## config.mk

```make
export PLATFORM = sky130hd
export DESIGN_NAME = floppy_host_regs
export DESIGN_NICKNAME = d
export VERILOG_FILES = /design/src/byte_fifo.v /design/src/input_status_mux.v /design/src/floppy_host_regs.v
export VERILOG_INCLUDE_DIRS = /design/src
export SDC_FILE = /design/constraint.sdc
export NUM_CORES = 1
export LEC_CHECK = 0
export BUFFER_PORTS_ARGS = -buffer_cell sky130_fd_sc_hd__buf_4
export CAP_MARGIN = 20
export CORE_MARGIN = 8
export CORE_UTILIZATION = 62
export DETAILED_ROUTE_END_ITERATION = 10
export PLACE_DENSITY = 0.83
export SYNTH_ARGS = -nofsm -noshare
export SYNTH_HDL_FRONTEND = slang
export SYNTH_SLANG_ARGS = --single-unit
```

## constraint.sdc

```tcl
create_clock -name mclk -period 14.1 [get_ports mclk]
set_input_delay 2.82 -clock mclk [delete_from_list [all_inputs] [get_ports mclk]]
set_output_delay 2.82 -clock mclk [all_outputs]
set_load 0.02 [all_outputs]
```

## src/floppy_regs_map.vh

```
`ifndef FLOPPY_REGS_MAP_VH
`define FLOPPY_REGS_MAP_VH

// Register addresses on the three-bit host port
`define DATA_PORT_ADDR   3'h5
`define STATUS_RATE_ADDR 3'h7

// Rate code field and reset values
`define RATE_LSB         0
`define RATE_MSB         1
`define RATE_HW_RESET    2'h2
`define NOPREC_BIT       2
`define NOPREC_RESET     1'h0
`define MEDIA_PIN_IDLE   1'b1

// Interface modes presented by the configuration logic
`define MODE_BASIC       2'h0
`define MODE_SECOND      2'h1
`define MODE_THIRD       2'h2

// Fixed fields of the input status byte
`define STAT_ONES_36     4'hF
`define STAT_ZEROS_46    3'h0
`define OEN_BASIC        8'h7F
`define OEN_ALL_DRIVEN   8'h00
`define BYTE_ZERO        8'h00

// Data FIFO geometry and threshold
`define FIFO_DEPTH       16
`define FIFO_AW          4
`define THRESH_W         4
`define THRESH_RESET     4'h0
`define THRESH_MIN       4'h1
`define NONFIFO_LIMIT    5'h01

// Fixed service overhead taken from each latency budget
`define SVC_OVERHEAD_NS  1500
`define CLK_PERIOD_NS    4
`define SVC_OVERHEAD_CYC ((`SVC_OVERHEAD_NS + `CLK_PERIOD_NS - 1) / `CLK_PERIOD_NS)

`endif

```

## src/byte_fifo.v

```verilog
`include "floppy_regs_map.vh"

module byte_fifo #(
  parameter WIDTH = 8,
  parameter DEPTH = `FIFO_DEPTH,
  parameter AW    = `FIFO_AW
) (
  input  wire             mclk,
  input  wire             flush,
  input  wire             push,
  input  wire [WIDTH-1:0] pushData,
  input  wire             pop,
  output wire [WIDTH-1:0] popData,
  output wire [AW:0]      count,
  output wire             empty
);

  reg  [WIDTH-1:0] mem_ff [0:DEPTH-1];
  reg  [AW-1:0]    wrPtr_ff;
  reg  [AW-1:0]    rdPtr_ff;
  reg  [AW:0]      count_ff;
  wire             doPush;
  wire             doPop;

  assign empty   = (count_ff == {(AW+1){1'b0}});
  assign doPop   = pop && !empty;
  // Caller limits pushes to its own capacity; this guard only protects storage
  assign doPush  = push && (count_ff != DEPTH[AW:0]);
  assign popData = mem_ff[rdPtr_ff];
  assign count   = count_ff;

  genvar i;
  generate
    for (i = 0; i < DEPTH; i = i + 1) begin : gEntry
      always @(posedge mclk) begin
        if (doPush && (wrPtr_ff == i[AW-1:0])) begin
          mem_ff[i] <= pushData;
        end
      end
    end
  endgenerate

  always @(posedge mclk) begin
    if (flush) begin
      wrPtr_ff <= {AW{1'b0}};
      rdPtr_ff <= {AW{1'b0}};
      count_ff <= {(AW+1){1'b0}};
    end else begin
      if (doPush) begin
        wrPtr_ff <= (wrPtr_ff == DEPTH[AW-1:0] - 1'b1) ? {AW{1'b0}} : wrPtr_ff + 1'b1;
      end
      if (doPop) begin
        rdPtr_ff <= (rdPtr_ff == DEPTH[AW-1:0] - 1'b1) ? {AW{1'b0}} : rdPtr_ff + 1'b1;
      end
      count_ff <= count_ff + {{AW{1'b0}}, doPush} - {{AW{1'b0}}, doPop};
    end
  end

endmodule

```

## src/input_status_mux.v

```verilog
`include "floppy_regs_map.vh"

module input_status_mux (
  input  wire [1:0] ifMode,
  input  wire       mediaChangedSync,
  input  wire       forceMediaChange,
  input  wire [1:0] rateCode,
  input  wire       noPrecBit,
  input  wire       dmaGateBit,
  output reg  [7:0] statusByte,
  output reg  [7:0] statusOeN
);

  wire mediaChangedBit;
  wire lowDensityIndicator;

  // Pin is active low on the cable, so the bit shows it inverted
  assign mediaChangedBit = !mediaChangedSync || forceMediaChange;
  // 500K (00) and 1M (11) read low; 300K (01) and 250K (10) read high
  assign lowDensityIndicator = rateCode[`RATE_LSB] ^ rateCode[`RATE_MSB];

  always @* begin
    statusByte = `BYTE_ZERO;
    statusOeN  = `OEN_ALL_DRIVEN;
    case (ifMode)
      `MODE_SECOND: begin
        statusByte = {mediaChangedBit, `STAT_ONES_36, rateCode, lowDensityIndicator};
      end
      `MODE_THIRD: begin
        statusByte = {mediaChangedBit, `STAT_ZEROS_46, dmaGateBit, noPrecBit, rateCode};
      end
      default: begin
        // Low seven lines float in the basic mode
        statusByte = {mediaChangedBit, 7'h00};
        statusOeN  = `OEN_BASIC;
      end
    endcase
  end

endmodule

```

## src/floppy_host_regs.v

```verilog
// Function
// - Byte data port at offset five
// - Any reset returns port to non-FIFO mode
// - Configure command enables FIFO and threshold
// - Threshold sets host service latency budget
// - FIFO inactive during command phase; host obeys flags
// - Entering execution flushes FIFO contents
// - Overrun or underrun terminates command and transfer
// - Underrun on write pads sector with zeros
// - Offset seven: status on read, rate on write
// - Basic mode status read drives bit seven only
// - Bit seven is inverted media-changed, forceable
// - Second mode bit zero shows low density
// - Second mode shows rate code, ones above
// - Third mode bit three mirrors DMA gate
// - Third mode bit two mirrors no-precompensation
// - Rate code survives soft reset, hard reset 250K
// - Rate config bits zero-one set rate; rest ignored
// - Third mode stores no-precomp bit, soft reset keeps
// - Latest rate write from either register wins
// - Port accessed only with request flag set
`include "floppy_regs_map.vh"

module floppy_host_regs #(
  parameter DEPTH = `FIFO_DEPTH,
  parameter AW    = `FIFO_AW
) (
  input  wire       mclk,
  input  wire       sys_rst,
  input  wire       swRst,
  input  wire [2:0] addr,
  input  wire [7:0] wrData,
  input  wire       wrStrobe,
  input  wire       rdStrobe,
  output wire [7:0] rdData,
  output wire [7:0] rdDataOeN,
  input  wire [1:0] ifMode,
  input  wire       mediaChangedPin,
  input  wire       forceMediaChange,
  input  wire       dmaGateBit,
  input  wire       dsrRateWr,
  input  wire [1:0] dsrRateData,
  input  wire       cfgLoad,
  input  wire       cfgFifoOn,
  input  wire [3:0] cfgThresh,
  input  wire       coreDir,
  input  wire       execStart,
  input  wire       execDone,
  input  wire       coreWrValid,
  input  wire [7:0] coreWrData,
  input  wire       coreTake,
  output wire [7:0] coreTxData,
  input  wire       padSectorDone,
  output wire       hostRequestFlag,
  output wire       transferDirectionFlag,
  output wire [1:0] rateSel,
  output wire       noPrec,
  output wire       fifoActive,
  output wire       xferTerminated,
  output wire       overrunUnderrun,
  output wire       zeroFill,
  output wire       resultPhaseOk
);

  localparam ST_CMD   = 4'b0001;
  localparam ST_EXEC  = 4'b0010;
  localparam ST_DRAIN = 4'b0100;
  localparam ST_FILL  = 4'b1000;

  // Full level of the FIFO at the width of its count
  localparam [AW:0] FULL_COUNT = DEPTH[AW:0];

  reg  [3:0]          state_ff;
  reg  [3:0]          nxt_state;
  reg  [1:0]          rateSel_ff;
  reg                 noPrec_ff;
  reg                 fifoOn_ff;
  reg  [`THRESH_W-1:0] thresh_ff;
  reg                 errFlag_ff;
  reg  [7:0]          rdData_ff;
  reg  [7:0]          rdOeN_ff;
  reg  [7:0]          coreTx_ff;
  reg  [7:0]          nxt_rdData;
  reg  [7:0]          nxt_rdOeN;
  reg  [7:0]          nxt_coreTx;
  reg                 medSync1_ff;
  reg                 medSync2_ff;

  wire [7:0]    statusByte;
  wire [7:0]    statusOeN;
  wire [7:0]    fifoHead;
  wire [AW:0]   fifoCount;
  wire          fifoEmpty;
  wire          anyReset;
  wire          flush;
  wire [AW:0]   limit;
  wire [AW:0]   threshEff;
  wire          fullEff;
  wire          readReq;
  wire          writeReq;
  wire          dirOut;
  wire          dataWr;
  wire          dataRd;
  wire          rateWr;
  wire          hostPush;
  wire          hostPop;
  wire          corePush;
  wire          corePop;
  wire          overrun;
  wire          underrun;
  wire          inExec;
  wire          statusRd;
  wire          padByte;
  wire          fifoPush;
  wire          fifoPop;
  wire [7:0]    fifoIn;

  assign anyReset = sys_rst || swRst;
  assign inExec   = (state_ff == ST_EXEC);

  // Media-changed pin comes from the cable and is resynchronised first
  always @(posedge mclk) begin
    if (sys_rst) begin
      medSync1_ff <= `MEDIA_PIN_IDLE;
      medSync2_ff <= `MEDIA_PIN_IDLE;
    end else begin
      medSync1_ff <= mediaChangedPin;
      medSync2_ff <= medSync1_ff;
    end
  end

  // Address decode; data port strobes act only while the request flag allows
  assign dataWr = wrStrobe && (addr == `DATA_PORT_ADDR);
  assign dataRd = rdStrobe && (addr == `DATA_PORT_ADDR);
  assign rateWr = wrStrobe && (addr == `STATUS_RATE_ADDR);
  assign statusRd = rdStrobe && (addr == `STATUS_RATE_ADDR);

  // Configure command state; any reset falls back to single-byte operation
  always @(posedge mclk) begin
    if (anyReset) begin
      fifoOn_ff <= 1'b0;
      thresh_ff <= `THRESH_RESET;
    end else if (cfgLoad) begin
      fifoOn_ff <= cfgFifoOn;
      thresh_ff <= cfgThresh;
    end
  end

  // An enabled FIFO is bypassed only in the command phase
  assign fifoActive = fifoOn_ff && (state_ff != ST_CMD);
  assign limit      = fifoActive ? FULL_COUNT : `NONFIFO_LIMIT;
  assign threshEff  = (thresh_ff < `THRESH_MIN) ? {{(AW+1-`THRESH_W){1'b0}}, `THRESH_MIN}
                                                : {{(AW+1-`THRESH_W){1'b0}}, thresh_ff};
  assign fullEff    = (fifoCount >= limit);

  // Direction is frozen to controller-to-host while draining
  assign dirOut = (state_ff == ST_DRAIN) ? 1'b1 : coreDir;

  // Request early: leave threshold bytes of room or of stock, so the host
  // has threshold byte-times minus the fixed overhead to answer
  assign readReq  = !fifoEmpty &&
                    (!fifoActive || (fifoCount >= limit - threshEff) ||
                     (state_ff == ST_DRAIN));
  assign writeReq = !fullEff && (state_ff != ST_FILL) && (state_ff != ST_DRAIN) &&
                    (!fifoActive || (fifoCount <= threshEff));

  assign hostRequestFlag       = dirOut ? readReq : writeReq;
  assign transferDirectionFlag = dirOut;

  // Host accesses without the request flag are dropped
  assign hostPush = dataWr && !dirOut && hostRequestFlag;
  assign hostPop  = dataRd && dirOut && hostRequestFlag;

  // Controller side: bytes from disk arrive, bytes to disk leave
  assign corePush = coreWrValid && dirOut && !fullEff &&
                    (state_ff != ST_DRAIN);
  assign corePop  = coreTake && !dirOut && !fifoEmpty &&
                    (state_ff != ST_FILL);

  // Service misses only count while data moves in the execution phase
  assign overrun  = inExec && coreWrValid && coreDir && fullEff;
  assign underrun = inExec && coreTake && !coreDir && fifoEmpty;

  // Stale bytes never cross into a new execution phase
  assign flush = anyReset || execStart;

  // Host and disk side never move bytes the same way at once, so one port serves both
  assign fifoPush = hostPush || corePush;
  assign fifoPop  = hostPop || corePop;
  assign fifoIn   = dirOut ? coreWrData : wrData;

  byte_fifo #(
    .WIDTH    (8),
    .DEPTH    (DEPTH),
    .AW       (AW)
  ) uFifo (
    .mclk     (mclk),
    .flush    (flush),
    .push     (fifoPush),
    .pushData (fifoIn),
    .pop      (fifoPop),
    .popData  (fifoHead),
    .count    (fifoCount),
    .empty    (fifoEmpty)
  );

  // Phase tracking
  always @* begin
    nxt_state = state_ff;
    case (state_ff)
      ST_CMD: begin
        if (execStart) begin
          nxt_state = ST_EXEC;
        end
      end
      ST_EXEC: begin
        if (overrun) begin
          nxt_state = ST_DRAIN;
        end else if (underrun) begin
          nxt_state = ST_FILL;
        end else if (execDone) begin
          nxt_state = ST_CMD;
        end
      end
      ST_DRAIN: begin
        // Result phase waits until the host has emptied the FIFO
        if (fifoEmpty) begin
          nxt_state = ST_CMD;
        end
      end
      ST_FILL: begin
        if (padSectorDone) begin
          nxt_state = ST_CMD;
        end
      end
      default: begin
        nxt_state = ST_CMD;
      end
    endcase
  end

  always @(posedge mclk) begin
    if (anyReset) begin
      state_ff <= ST_CMD;
    end else begin
      state_ff <= nxt_state;
    end
  end

  // Error flag for the status bytes; a new miss in the start cycle still sets it
  always @(posedge mclk) begin
    if (anyReset) begin
      errFlag_ff <= 1'b0;
    end else if (overrun || underrun) begin
      errFlag_ff <= 1'b1;
    end else if (execStart) begin
      errFlag_ff <= 1'b0;
    end
  end

  assign xferTerminated  = (state_ff == ST_DRAIN) || (state_ff == ST_FILL);
  assign overrunUnderrun = errFlag_ff;
  assign zeroFill        = (state_ff == ST_FILL);
  assign resultPhaseOk   = (state_ff == ST_DRAIN) ? fifoEmpty : 1'b1;

  // Byte to the disk side; zeros stand in once the host has fallen behind
  assign padByte = (state_ff == ST_FILL) || underrun;

  always @* begin
    nxt_coreTx = coreTx_ff;
    if (coreTake) begin
      if (padByte) begin
        nxt_coreTx = `BYTE_ZERO;
      end else if (corePop) begin
        nxt_coreTx = fifoHead;
      end
    end
  end

  always @(posedge mclk) begin
    if (sys_rst) begin
      coreTx_ff <= `BYTE_ZERO;
    end else begin
      coreTx_ff <= nxt_coreTx;
    end
  end

  assign coreTxData = coreTx_ff;

  // Rate code: hard reset only; the latest of either register wins
  always @(posedge mclk) begin
    if (sys_rst) begin
      rateSel_ff <= `RATE_HW_RESET;
    end else if (rateWr) begin
      rateSel_ff <= wrData[`RATE_MSB:`RATE_LSB];
    end else if (dsrRateWr) begin
      rateSel_ff <= dsrRateData;
    end
  end

  // No-precompensation bit is kept only in the third mode and drives noPrec and third-mode status bit two
  always @(posedge mclk) begin
    if (sys_rst) begin
      noPrec_ff <= `NOPREC_RESET;
    end else if (rateWr && (ifMode == `MODE_THIRD)) begin
      noPrec_ff <= wrData[`NOPREC_BIT];
    end
  end

  assign rateSel = rateSel_ff;
  assign noPrec  = noPrec_ff;

  input_status_mux uStatus (
    .ifMode           (ifMode),
    .mediaChangedSync (medSync2_ff),
    .forceMediaChange (forceMediaChange),
    .rateCode         (rateSel_ff),
    .noPrecBit        (noPrec_ff),
    .dmaGateBit       (dmaGateBit),
    .statusByte       (statusByte),
    .statusOeN        (statusOeN)
  );

  // Read data appear in the cycle after the strobe only; idle bus reads zero
  // so a late sample can never pick up a stale byte
  always @* begin
    nxt_rdData = `BYTE_ZERO;
    nxt_rdOeN  = `OEN_ALL_DRIVEN;
    if (statusRd) begin
      nxt_rdData = statusByte;
      nxt_rdOeN  = statusOeN;
    end else if (hostPop) begin
      nxt_rdData = fifoHead;
    end
  end

  always @(posedge mclk) begin
    if (sys_rst) begin
      rdData_ff <= `BYTE_ZERO;
      rdOeN_ff  <= `OEN_ALL_DRIVEN;
    end else begin
      rdData_ff <= nxt_rdData;
      rdOeN_ff  <= nxt_rdOeN;
    end
  end

  assign rdData    = rdData_ff;
  assign rdDataOeN = rdOeN_ff;

endmodule

```

After elaboration in Yosys (flattened, before gate mapping)
Memory sizes are Yosys's and may differ from the RTL's. A register that Yosys moved wholly into a read port is not among the register bits.
Cells that the tools add are included.
- word-level logic and storage cells: 247
- register bits: 52
- ROM bits: 0
- bits in writable memories: 128
- bits in latches: 0
- bits of input ports: 44
- memories: 1
- memories (name ; depth ; bits a word ; rd ports ; clocked after Yosys merged registers in ; write ports ; line ; text):
    uFifo.mem_ff ; 16 ; 8 ; 1 ; 1 ; 1 ; byte_fifo.v:18 ; reg [WIDTH-1:0] mem_ff [0:DEPTH-1];
- divide/modulo/power cells: 0
- shift operators: 0
- reductions and logical operators: 85
- magnitude comparators: 4
- muxes and demuxes: 104
- multiply operators: 0
- add/sub/neg operators: 5
- bitwise operators: 2
- equal/unequal tests: 32
- operators by type and width (operator ; number):
    8-bit two-way mux ; 20
    8-bit OR reduction ; 15
    4-bit two-way mux ; 26
    1-bit two-way mux ; 52
    1-bit logical AND ; 44
    4-bit equality test (second input constant) ; 10
    4-bit by 3-bit equality test with 1-bit output (second input constant) ; 5
    4-bit case mux with 4 select lines ; 1
    7-bit case mux with 2 select lines ; 1
    4-bit by 2-bit equality test with 1-bit output (second input constant) ; 3
    1-bit logical OR ; 11
    5-bit >= comparator ; 2
    4-bit by 1-bit adder with 4-bit output (second input constant) ; 2
    4-bit by 1-bit equality test with 1-bit output (second input constant) ; 2
    4-bit inequality test (second input constant) ; 2
    7-bit two-way mux ; 1
    3-bit equality test (second input constant) ; 2
    1-bit zero test ; 6
    2-bit inequality test (second input constant) ; 3
    2-bit nonzero test ; 3
    5-bit by 1-bit adder with 5-bit output ; 1
    5-bit by 4-bit less-or-equal comparator with 1-bit output ; 1
    5-bit zero test ; 1
    5-bit two-way mux ; 1
    other kinds (15) ; 17

Longest topological paths before layout
Gate-level depths: netlist (run 1).
- depth in word-level cells: 31
- gate-level depth with buffers: 22
- gate-level depth less buffers: 22

Hierarchy
Synthesis (run 1) repeated with hierarchy kept, for this count alone.
- cells, all modules: 559
- area total of the unflattened synthesis: 8076.5 um^2
- modules (own cells, without submodules) (module ; seq. area each (um^2) ; cells an instance ; times used ; area an instance (um^2)):
    byte_fifo ; 4184.0 ; 312 ; 1 ; 5808.1
    floppy_host_regs ; 780.7 ; 220 ; 1 ; 2083.2
    input_status_mux ; 0.0 ; 27 ; 1 ; 185.2

Least setup slack after synthesis (run 1)
OpenSTA, ideal clock, no wires.
- path kind: input-to-output
- from: input port coreDir
- to: output port hostRequestFlag
- setup slack: 7.410 ns
- cell stages on the path: 4
- arrival: 3.870 ns
- required time: 11.280 ns
- cells stage by stage: clkbuf_1 -> nor2_1 -> o31ai_1 -> buf_4
- longest elaborated chain between the ends: 2
- ends and longest elaborated chain (item ; line ; text):
    start: declaration ; floppy_host_regs.v:46 ; input wire coreDir,
    1-bit two-way mux ; floppy_host_regs.v:157 ; assign dirOut = (state_ff == ST_DRAIN) ? 1'b1 : coreDir;
    1-bit two-way mux ; floppy_host_regs.v:167 ; assign hostRequestFlag = dirOut ? readReq : writeReq;
    end: declaration ; floppy_host_regs.v:54 ; output wire hostRequestFlag,
No other way between the ends.

Worst setup path in the final report (run 1)
Same ends and word-level chain as after synthesis.

==> run metrics, run 1 <==
status=completed; FP Rows=41; Worst Hold Depth=1; sequential area share after synthesis=62.10%; first-pass iteration count of the detailed router=5; commonest cells after routing, fill and taps aside=edfxtp_1, buf_4, dfxtp_1; global-route wire length before repair=about 29,000 microns; placed cells=754; die span in y=~130 microns; Async SR Flop Fraction=0%; R2R depth=23; Worst Hold End=medSync2_ff; n_diodes=0; # setup viols final=0; M1 WL=7114 microns; crit path DAT=3.93 ns; Hold Path Origin=medSync1_ff; DRC=0; GRT overflow=0; initial drt markers=between 500 and 600; CTS clk-pin slew, worst paths=around 0.08 ns; residual antenna-violating net count after detailed routing=0; via count=between 4k and 5k; Crit-path slowest cell=o31ai_1; post-synth cell types=59; Top Layer Used=met4; start of the worst register-to-register path=state_ff[0]; Initial Utilization=62.58%; final hold vios=0; register share of total power=51.7%; worst-path cell chain=buf_4 > nor2_1 > buf_4 > o31ai_1 > buf_4 > buf_4; switching portion of total power=between 20 and 25%; largest net degree at the start of global routing=33; core area=12,410 sq um; Root Buffer=clkbuf_16; Reg2Reg Setup Slack=8.50 ns; Peak supply drop=approximately 0.00011 V; Pins Over Slew Limit=0; Layout Area Growth over Synthesis=16.54%; Leak=3.343 nW; Max-Cap Viols=0; CTS buffer count=17; average cell area after synthesis=14.71 sq um; vias in the first global route=5,026; Pint=0.0008293 W; Placer Congestion=0.8511; max incr delay on CP=0.28 ns; power share of the combinational group=about 6%; layout cells sized above 1=28.46%; CP Class=in2out; most frequent CP cell=buf_4; GRT Overall Usage=23.80%; Reg-to-Reg End=uFifo.count[4]; CP endpoint kind=primary output; setup repair bufs after CTS=0; HPWL Detailed=around 12,000 microns; Post-synth top flop=edfxtp_1; Max Root-Sink Buffers=2; IO Pins=78; WL met2=9502 microns; WL final=18,580 microns; Hold Crit Class=reg2reg; I/O Buffers=76; Synth Warn #=0; Final #Nets=675; max_slew headroom=between 30 and 40%; Worst Tran Pin Value=0.9904 ns; WP data required=between 10 and 15 ns; Psw=0.0002686 W; Max H-tree Level=4; Seq cells post-synth=177; initial antenna violation count=0; EDFF count, synth=~130; Design Power=0.001098 W; CTS Hold Buffers Added=0; Clock Skew=0.009457 ns; synthesized cell area=7769 sq um; part of the cycle the worst path needs=47.88%; metal3 WL=1601 microns; commonest non-fill, non-tap cell in the layout=edfxtp_1; Sink Count=177; drt via density=6.272; pwr dens=121.3 nW/um^2; Non-Filler Instances=787; Avg WL per Cell=23.60 microns; CP Max Fanout=13; Tmin final=6.750 ns; die width=127.9 microns; total negative slack=0 ns; worst-skew pair later-pin latency=0.44 ns; die area=16,370 sq um; Clk network pwr share=a little over two fifths; fmax=approximately 150 MHz; post-synthesis net count=~600; WHS=0.4246 ns; startpoint types=input pin; RSZ-0062 raised after global routing=false; post-CTS resize count=0; CTS tree=yes; Mapped Cells=528
Yosys cell counts, drive strengths merged, types with 9 or more instances:
master	instances	area [sq um]
ha	28	350.3
clkbuf	12	45.04
nor2	35	131.4
and3	14	87.58
dfxtp	49	980.9
buf	15	97.59
inv	29	108.9
mux2i	15	150.1
edfxtp	128	3844
a21oi	19	95.09
a22oi	9	67.56
nand2	26	97.59
mux4	40	900.9
how the worst max path moves through the flow:
stage / from / end / slack, ns / cells past startpoint
3_5_place_dp: coreDir / hostRequestFlag / 7.40 / 6
5_1_grt: state_ff[0] / hostRequestFlag / 7.27 / 14
2_1_floorplan: coreDir / hostRequestFlag / 7.41 / 4
4_1_cts: coreDir / hostRequestFlag / 7.38 / 6
3_3_place_gp: coreDir / hostRequestFlag / 7.42 / 6
6_report: coreDir / hostRequestFlag / 7.35 / 6
state kept, by name (all words and copies together) (netlist names), named ones only:
name             flops
uFifo.mem_ff       128
coreTxData           8
rdData               8
uFifo.count          5
state_ff             4
thresh_ff            4
uFifo.rdPtr_ff       4
uFifo.wrPtr_ff       4
rateSel              2
fifoOn_ff            1
medSync1_ff          1
medSync2_ff          1
noPrec               1
overrunUnderrun      1
rdDataOeN            1
per-layer routing:
| layer | GRT usage [%] | up-vias |
|---|---|---|
| met5 | 0 | - |
| met4 | 8.392 | 0 |
| met3 | 7.030 | 34 |
| met2 | 40.76 | 286 |
| met1 | 27.98 | 2462 |
| li1 | - | 2154 |
kinds of logic after synthesis:
group	synth area share (%)
adders and majority gates	4.767
DFF	62.10
buffers and inverters	3.301
xor gates and xnor gates	0.6764
other	0.04827
muxes	14.69
and+or+nand+nor	8.826
AOI/OAI and AO/OA	5.589
metrics by stage:
stage | cell area (sq um) | setup WS (ns) | util [%]
after floorplan | 7769 | 7.410 | -
after global placement | 8457 | 7.415 | 68.12
after detailed placement | 8457 | 7.400 | 68.12
after CTS | 9046 | 7.379 | 72.87
after global routing | 9054 | 7.267 | 72.93
final | 9054 | 7.350 | 72.93
worst max-delay path: cells and delay by family:
family	cells	cell delay, ns
AO/OA/AOI/OAI	1	0.28
AND/OR/NAND/NOR	1	0.07
buffers and inverters	4	0.77
area by class of cell:
type                            count  area, sq um
Multi-Input combinational cell    294         2694
Inverter                           30        113.9
Timing Repair Buffer               82        615.6
Sequential cell                   177         4826
Tap cell                          172        215.2
Clock inverter                     15        163.9
Clock buffer                       17        425.4
Fill cell                         757         3361
power by group through the flow:
stage	Sequential, W	Combinational, W	Clock [W]
after floorplan	0.000579	0.0000375	0
after global placement	0.000578	0.0000598	0
after detailed placement	0.000579	0.0000633	0
after CTS	0.000567	0.0000647	0.000467
after global routing	0.000568	0.0000707	0.000488
final	0.000567	0.0000656	0.000465
(Power assumes the default switching activity.)
==> run 2, diff against run 1 <==
--- a/config.mk
+++ b/config.mk
@@ -6,12 +6,13 @@
 export SDC_FILE = /design/constraint.sdc
 export NUM_CORES = 1
 export LEC_CHECK = 0
+export ABC_AREA = 1
 export BUFFER_PORTS_ARGS = -buffer_cell sky130_fd_sc_hd__buf_4
 export CAP_MARGIN = 20
 export CORE_MARGIN = 8
-export CORE_UTILIZATION = 62
+export CORE_UTILIZATION = 53
 export DETAILED_ROUTE_END_ITERATION = 10
-export PLACE_DENSITY = 0.83
+export PLACE_DENSITY = 0.75
 export SYNTH_ARGS = -nofsm -noshare
 export SYNTH_HDL_FRONTEND = slang
 export SYNTH_SLANG_ARGS = --single-unit
==> constraint.sdc (replaced) <==
create_clock -name mclk -period 6.2 [get_ports mclk]
set_input_delay 1.24 -clock mclk [delete_from_list [all_inputs] [get_ports mclk]]
set_output_delay 1.24 -clock mclk [all_outputs]
set_load 0.02 [all_outputs]
==> run 2 against run 1 <==
Effect of this change:
- clock power grew 130%
- sequential cell count unchanged
- via count grew 14%
- largest cell class unchanged
- critical path type is now reg2out
- synthesized area up 4.5%
- sequential power grew 130%
- clock skew is 0.0056 ns higher
- core utilization fell by 11 points
- wire length shrank 2.0%
- global-route usage is 5.2 points lower
==> run metrics, run 2 <==
status=completed; Leak=3.794 nW; CTS buffer count=17; core area=15,090 sq um; startpoint types=flop; Worst Tran Pin Value=0.8581 ns; Final #Nets=just over 900; Crit-path slowest cell=dfxtp_1; WHS=0.4526 ns; cell taking the most area after synthesis=edfxtp_1; GR Util met3=3.317%; largest family of logic cells by synthesized area=simple AND/OR/NAND/NOR gates; Tmin final=4.235 ns; register share of total power=51.1%; initial antenna violation count=0; Synth Area in Simple Gates=15.37%; first-pass iteration count of the detailed router=7; sequential area share after synthesis=59.45%; Non-Filler Instances=1,042; crit path DAT=3.00 ns; vias in the first global route=between 5k and 6k; Max Root-Sink Buffers=2; Pins Over Slew Limit=0; post-CTS resize count=0; RSZ-0062 raised after global routing=false; DRC=0; CP Max Fanout=11; max_slew headroom=42.58%; Post-synth top flop=edfxtp_1; drt via density=5.403; CTS tree=yes; Psw=around 0.00058 W; worst-skew pair later-pin latency=0.43 ns; Clk network pwr share=42.8%; placed cells=between 1k and 1.5k; power share of the combinational group=just over 6%; top-area cell type share of the netlist area=47.36%; I/O Buffers=76; Layout Area Growth over Synthesis=15.62%; Pint=0.001946 W; most frequent CP cell=nand2_1; Post-synth top cells=edfxtp_1, nand2_1, inv_1; Peak supply drop=between 0.00015 and 0.0002 V; pwr dens=269.1 nW/um^2; Biggest register=uFifo.mem_ff; commonest cells after routing, fill and taps aside=edfxtp_1, nand2_1, inv_1; post-synthesis xor/xnor area fraction=less than 1%; fmax=236.1 MHz; via count=approximately 5.6k; residual antenna-violating net count after detailed routing=0; Filler cells=1,236; Max H-tree Level=4; Avg WL per Cell=between 15 and 20 microns; CTS Hold Buffers Added=0; CP Class=reg2out; Clock Skew=0.01509 ns; switching portion of total power=a little under a quarter; final hold vios=0; Final Cell Area=between 9000 and 10,000 sq um; total negative slack=0 ns; Seq cells post-synth=177; max reg flops=128; Worst Hold Depth=1; post-synth cell types=37; IO Pins=78; CTS clk-pin slew, worst paths=around 0.06 ns; Async SR Flop Fraction=0%; setup repair bufs after CTS=0; GRT overflow=0; Mapped Cells=just under 800; commonest non-fill, non-tap cell in the layout=edfxtp_1; synth top area cells=edfxtp_1, dfxtp_1, nand3_1; worst-path cell chain=inv_1 > nor2_2 > nand2_2 > nand2_4 > inv_1 > ha_1 > inv_1 > ha_1 > nand2_1 > xor2_1 > ha_1 > a21oi_1 > nand2_1 > nor2_1 > nand2_1 > nand2_1 > nand2_2 > buf_4; Hold Crit Class=reg2reg; Initial Utilization=around 54%; GRT Overall Usage=a little under a fifth; EDFF count, synth=128; GR Util met2=32.05%; CP endpoint kind=primary output; Design Power=0.002525 W; die span in y=139.7 microns; synthesized cell area=8115 sq um; max incr delay on CP=0.35 ns; GR peak layer=met2; average cell area after synthesis=10.46 sq um; largest net degree at the start of global routing=between 90 and 100; Synth Warn #=0; Synth Area in Adders=4.564%; HPWL Detailed=12,080 microns; n_diodes=0; WP data required=4.96 ns; Max-Cap Viols=0; global-route wire length before repair=28,350 microns; initial drt markers=~530; # setup viols final=0; M1 GR Usage=between 20% and 30%; FP Rows=45; layout cells sized above 1=16.51%; die area=around 20,000 sq um; register area=4828 sq um; placed cell area=between 8000 and 9000 sq um; most numerous cell in the Yosys netlist=edfxtp_1; R2R depth=28; part of the cycle the worst path needs=a little under 70%; Sink Count=approximately 180; Multi-input gate area=between 2000 and 3000 sq um; WL final=18,210 microns; die width=139.7 microns; mux cell area share after synthesis=around 5%; post-synthesis compound-gate area fraction=under 10%; post-synthesis net count=849; Root Buffer=clkbuf_16; Placer Congestion=0.8574
-- run 2: cell families after synthesis --
logic type | after synthesis
simple gates | 266
mux | 39
other cells | 1
compound gates | 125
xor+xnor | 6
fa+ha+maj | 29
flops | 177
buf+inv | 133
-- run 2: worst paths after layout --
kind                                   from         endpoint  slack (ns)
worst max-delay path            state_ff[0]  hostRequestFlag        1.96
worst min-delay path            medSync1_ff      medSync2_ff        0.45
worst max register to register  state_ff[0]   uFifo.count[4]        2.19
worst min register to register  medSync1_ff      medSync2_ff        0.45
-- run 2: metal layers --
layer | up-vias | wire, microns
met1 | 2617 | 7496
met2 | 198 | 9247
li1 | 2780 | -
met5 | - | 0
met3 | 35 | 1097
met4 | 0 | 369
-- run 2: cell type report --
class	count	share of cell area (%)
Multi-Input combinational cell	466	29.19
Inverter	101	4.041
Clock buffer	17	4.534
Sequential cell	177	51.46
Tap cell	188	2.507
Timing Repair Buffer	78	6.454
Clock inverter	15	1.814
-- run 2: stage by stage --
| step | util, % | setup slack (ns) |
|---|---|---|
| floorplan | - | 2.383 |
| global placement | 58.05 | 2.351 |
| detailed placement | 58.05 | 2.215 |
| CTS | 62.00 | 1.966 |
| global route | 62.18 | 1.682 |
| finish | 62.18 | 1.965 |
-- run 2: power groups by stage --
stage,sequential (W),combinational [W],clock [W]
3_3_place_gp,0.00132,0.000149,0
5_1_grt,0.00129,0.000172,0.00113
4_1_cts,0.00129,0.000154,0.00109
3_5_place_dp,0.00132,0.000152,0
2_1_floorplan,0.00132,0.0000916,0
6_report,0.00129,0.000155,0.00108
-- run 2: worst max-delay path, delay by kind of cell, from the launching register on --
kind	cells	cell delay [ns]
xor+xnor	1	0.16
compound gates	1	0.13
buf+inv	4	0.44
fa+ha+maj	3	0.66
simple gates	9	0.81
flops	1	0.35
==> run 3, diff against run 2 <==
--- a/config.mk
+++ b/config.mk
@@ -10,9 +10,9 @@
 export BUFFER_PORTS_ARGS = -buffer_cell sky130_fd_sc_hd__buf_4
 export CAP_MARGIN = 20
 export CORE_MARGIN = 8
-export CORE_UTILIZATION = 53
+export CORE_UTILIZATION = 59
 export DETAILED_ROUTE_END_ITERATION = 10
-export PLACE_DENSITY = 0.75
+export PLACE_DENSITY = 0.79
 export SYNTH_ARGS = -nofsm -noshare
 export SYNTH_HDL_FRONTEND = slang
 export SYNTH_SLANG_ARGS = --single-unit
==> constraint.sdc (replaced) <==
create_clock -name mclk -period 4.15 [get_ports mclk]
set_input_delay 0.83 -clock mclk [delete_from_list [all_inputs] [get_ports mclk]]
set_output_delay 0.83 -clock mclk [all_outputs]
set_load 0.02 [all_outputs]
==> run 3 against run 2 <==
Effect of this change:
- core utilization increased by 6.9 points
- register-to-register slack got worse by 1.9 ns
- clock-buffer cell count increased by 2
- total power increased by 44%
- final cell count increased by 0.67%
- hold slack got worse by 0.036 ns
- cell area increased by 0.57%
- global-route usage increased by 2.1 points
- die area decreased by 9.0%
- setup slack got worse by 1.7 ns
- non-clock buffer count increased by 15
- sequential power increased by 50%
==> run metrics, run 3 (same netlist as run 2, synthesis figures left out) <==
status=completed; core area=approximately 14,000 sq um; CP Max Fanout=6; max incr delay on CP=0.38 ns; CTS tree=yes; Worst Hold Depth=1; part of the cycle the worst path needs=92.71%; commonest cells after routing, fill and taps aside=edfxtp_1, nand2_1, inv_1; n_diodes=0; family with the most delay on the worst path=adder cells; Crit-path slowest cell=fa_1; Max Root-Sink Buffers=2; WL final=18,160 microns; placed cell area=8875 sq um; IO Pins=78; fmax=about 260 MHz; Hold Path Origin=medSync1_ff; Final #Nets=929; initial antenna violation count=0; Peak supply drop=around 0.00023 V; vias in the first global route=5,874; RSZ-0062 raised after global routing=false; residual antenna-violating net count after detailed routing=0; Avg WL per Cell=roughly 17 microns; CTS clk-pin slew, worst paths=0.07 ns; FP Rows=43; DRC=0; Reg-to-Reg End=uFifo.count[4]; total negative slack=0 ns; max_slew headroom=27.31%; die width=133.3 microns; Pins Over Slew Limit=0; largest net degree at the start of global routing=99; start of the worst register-to-register path=state_ff[0]; worst-skew pair later-pin latency=0.43 ns; Biggest register=uFifo.mem_ff; WHS=between 0.4 and 0.5 ns; Placer Congestion=~0.9; Filler cells=995; drt via density=5.520; initial drt markers=501; final hold vios=0; # setup viols final=0; global-route wire length before repair=29,040 microns; pwr dens=385.5 nW/um^2; Reg2Reg Setup Slack=0.30 ns; die area=17,760 sq um; CP endpoint kind=flop; layout cells sized above 1=18.07%; Sink Count=177; Worst Hold End=medSync2_ff; CP Class=reg2reg; post-CTS resize count=0; I/O Buffers=76; die span in y=approximately 130 microns; Initial Utilization=about three fifths; Buf/Inv on CP=4; WP data required=4.46 ns; Final Core Density=69.05%; Max-Cap Viols=0; Max H-tree Level=4; startpoint types=flop; Hold Crit Class=reg2reg; crit path DAT=4.16 ns; commonest non-fill, non-tap cell in the layout=edfxtp_1; GRT overflow=0; via count=5,790; max reg flops=roughly 130; GRT Overall Usage=between 20% and 30%; CTS buffer count=17; HPWL Detailed=12,870 microns; Leak=3.849 nW; Clock Skew=0.01295 ns; Tmin final=3.847 ns; first-pass iteration count of the detailed router=5; Worst Tran Pin Value=between 1 and 1.5 ns; Layout Area Growth over Synthesis=16.28%; Root Buffer=clkbuf_16; Final Cell Area=9437 sq um; R2R depth=28
-- run 3: changes by cell type in the layout (fill, tap and decap cells not counted), sizes merged --
cell	change
clkinvlp	+2
inv	-2
clkbuf	+2
bufinv	-2
buf	+15
-- run 3: cell type report --
cell class / instances / area [sq um] / share of cell area (%)
clock inverter: 13 / 103.9 / 1.101
multi-input combinational: 466 / 2739 / 29.02
sequential: 177 / 4828 / 51.17
inverter: 101 / 379.1 / 4.018
timing repair buffer: 93 / 718.2 / 7.611
tap: 180 / 225.2 / 2.387
clock buffer: 19 / 442.9 / 4.694
-- run 3: worst max-delay path by stage --
stage / end / start / cells after the start / slack [ns]
6_report: uFifo.count[4] / state_ff[0] / 28 / 0.30
5_1_grt: uFifo.count[4] / state_ff[0] / 28 / 0.03
4_1_cts: uFifo.count[4] / state_ff[0] / 27 / 0.27
3_5_place_dp: uFifo.count[4] / state_ff[0] / 27 / 0.29
3_3_place_gp: uFifo.count[4] / state_ff[0] / 27 / 0.39
2_1_floorplan: uFifo.count[4] / state_ff[0] / 29 / 0.33
-- run 3: timing repair --
item	in CTS	in global routing
setup buffers	0	2
hold buffers	0	0
endpoints found under the setup margin	0	1
-- run 3: metal layers --
metal  vias up  track usage (%)  share of wire, %
met5         -                0                 0
met4         0            8.359               3.0
met3        39            5.497               6.3
met2       197            36.14                52
met1      2746            23.51                39
li1       2808                -                 -
-- run 3: power breakdown --
part	internal (W)	leakage (nW)	switching, W
logic	0.0000898	2.04	0.000144
clock network	0.000792	0.259	0.000683
registers	0.00192	1.55	0.0000103
-- run 3: stage by stage --
step	worst slack (ns)	total power, W	instances
floorplan	0.3334	0.002105	776
global placement	0.3943	0.002188	1014
detailed placement	0.2937	0.002197	1015
CTS	0.2661	0.003647	1047
global route	0.02909	0.003746	1049
finish	0.3026	0.003638	1049
-- run 3: worst register-to-register path: cells and delay by family, from the launching register on --
| kind | cells | cell delay (ns) |
|---|---|---|
| buffers and inverters | 4 | 0.24 |
| and+or+nand+nor | 14 | 1.22 |
| xor gates and xnor gates | 1 | 0.16 |
| AOI/OAI and AO/OA | 3 | 0.24 |
| adders and majority gates | 6 | 1.51 |
| DFF | 1 | 0.34 |
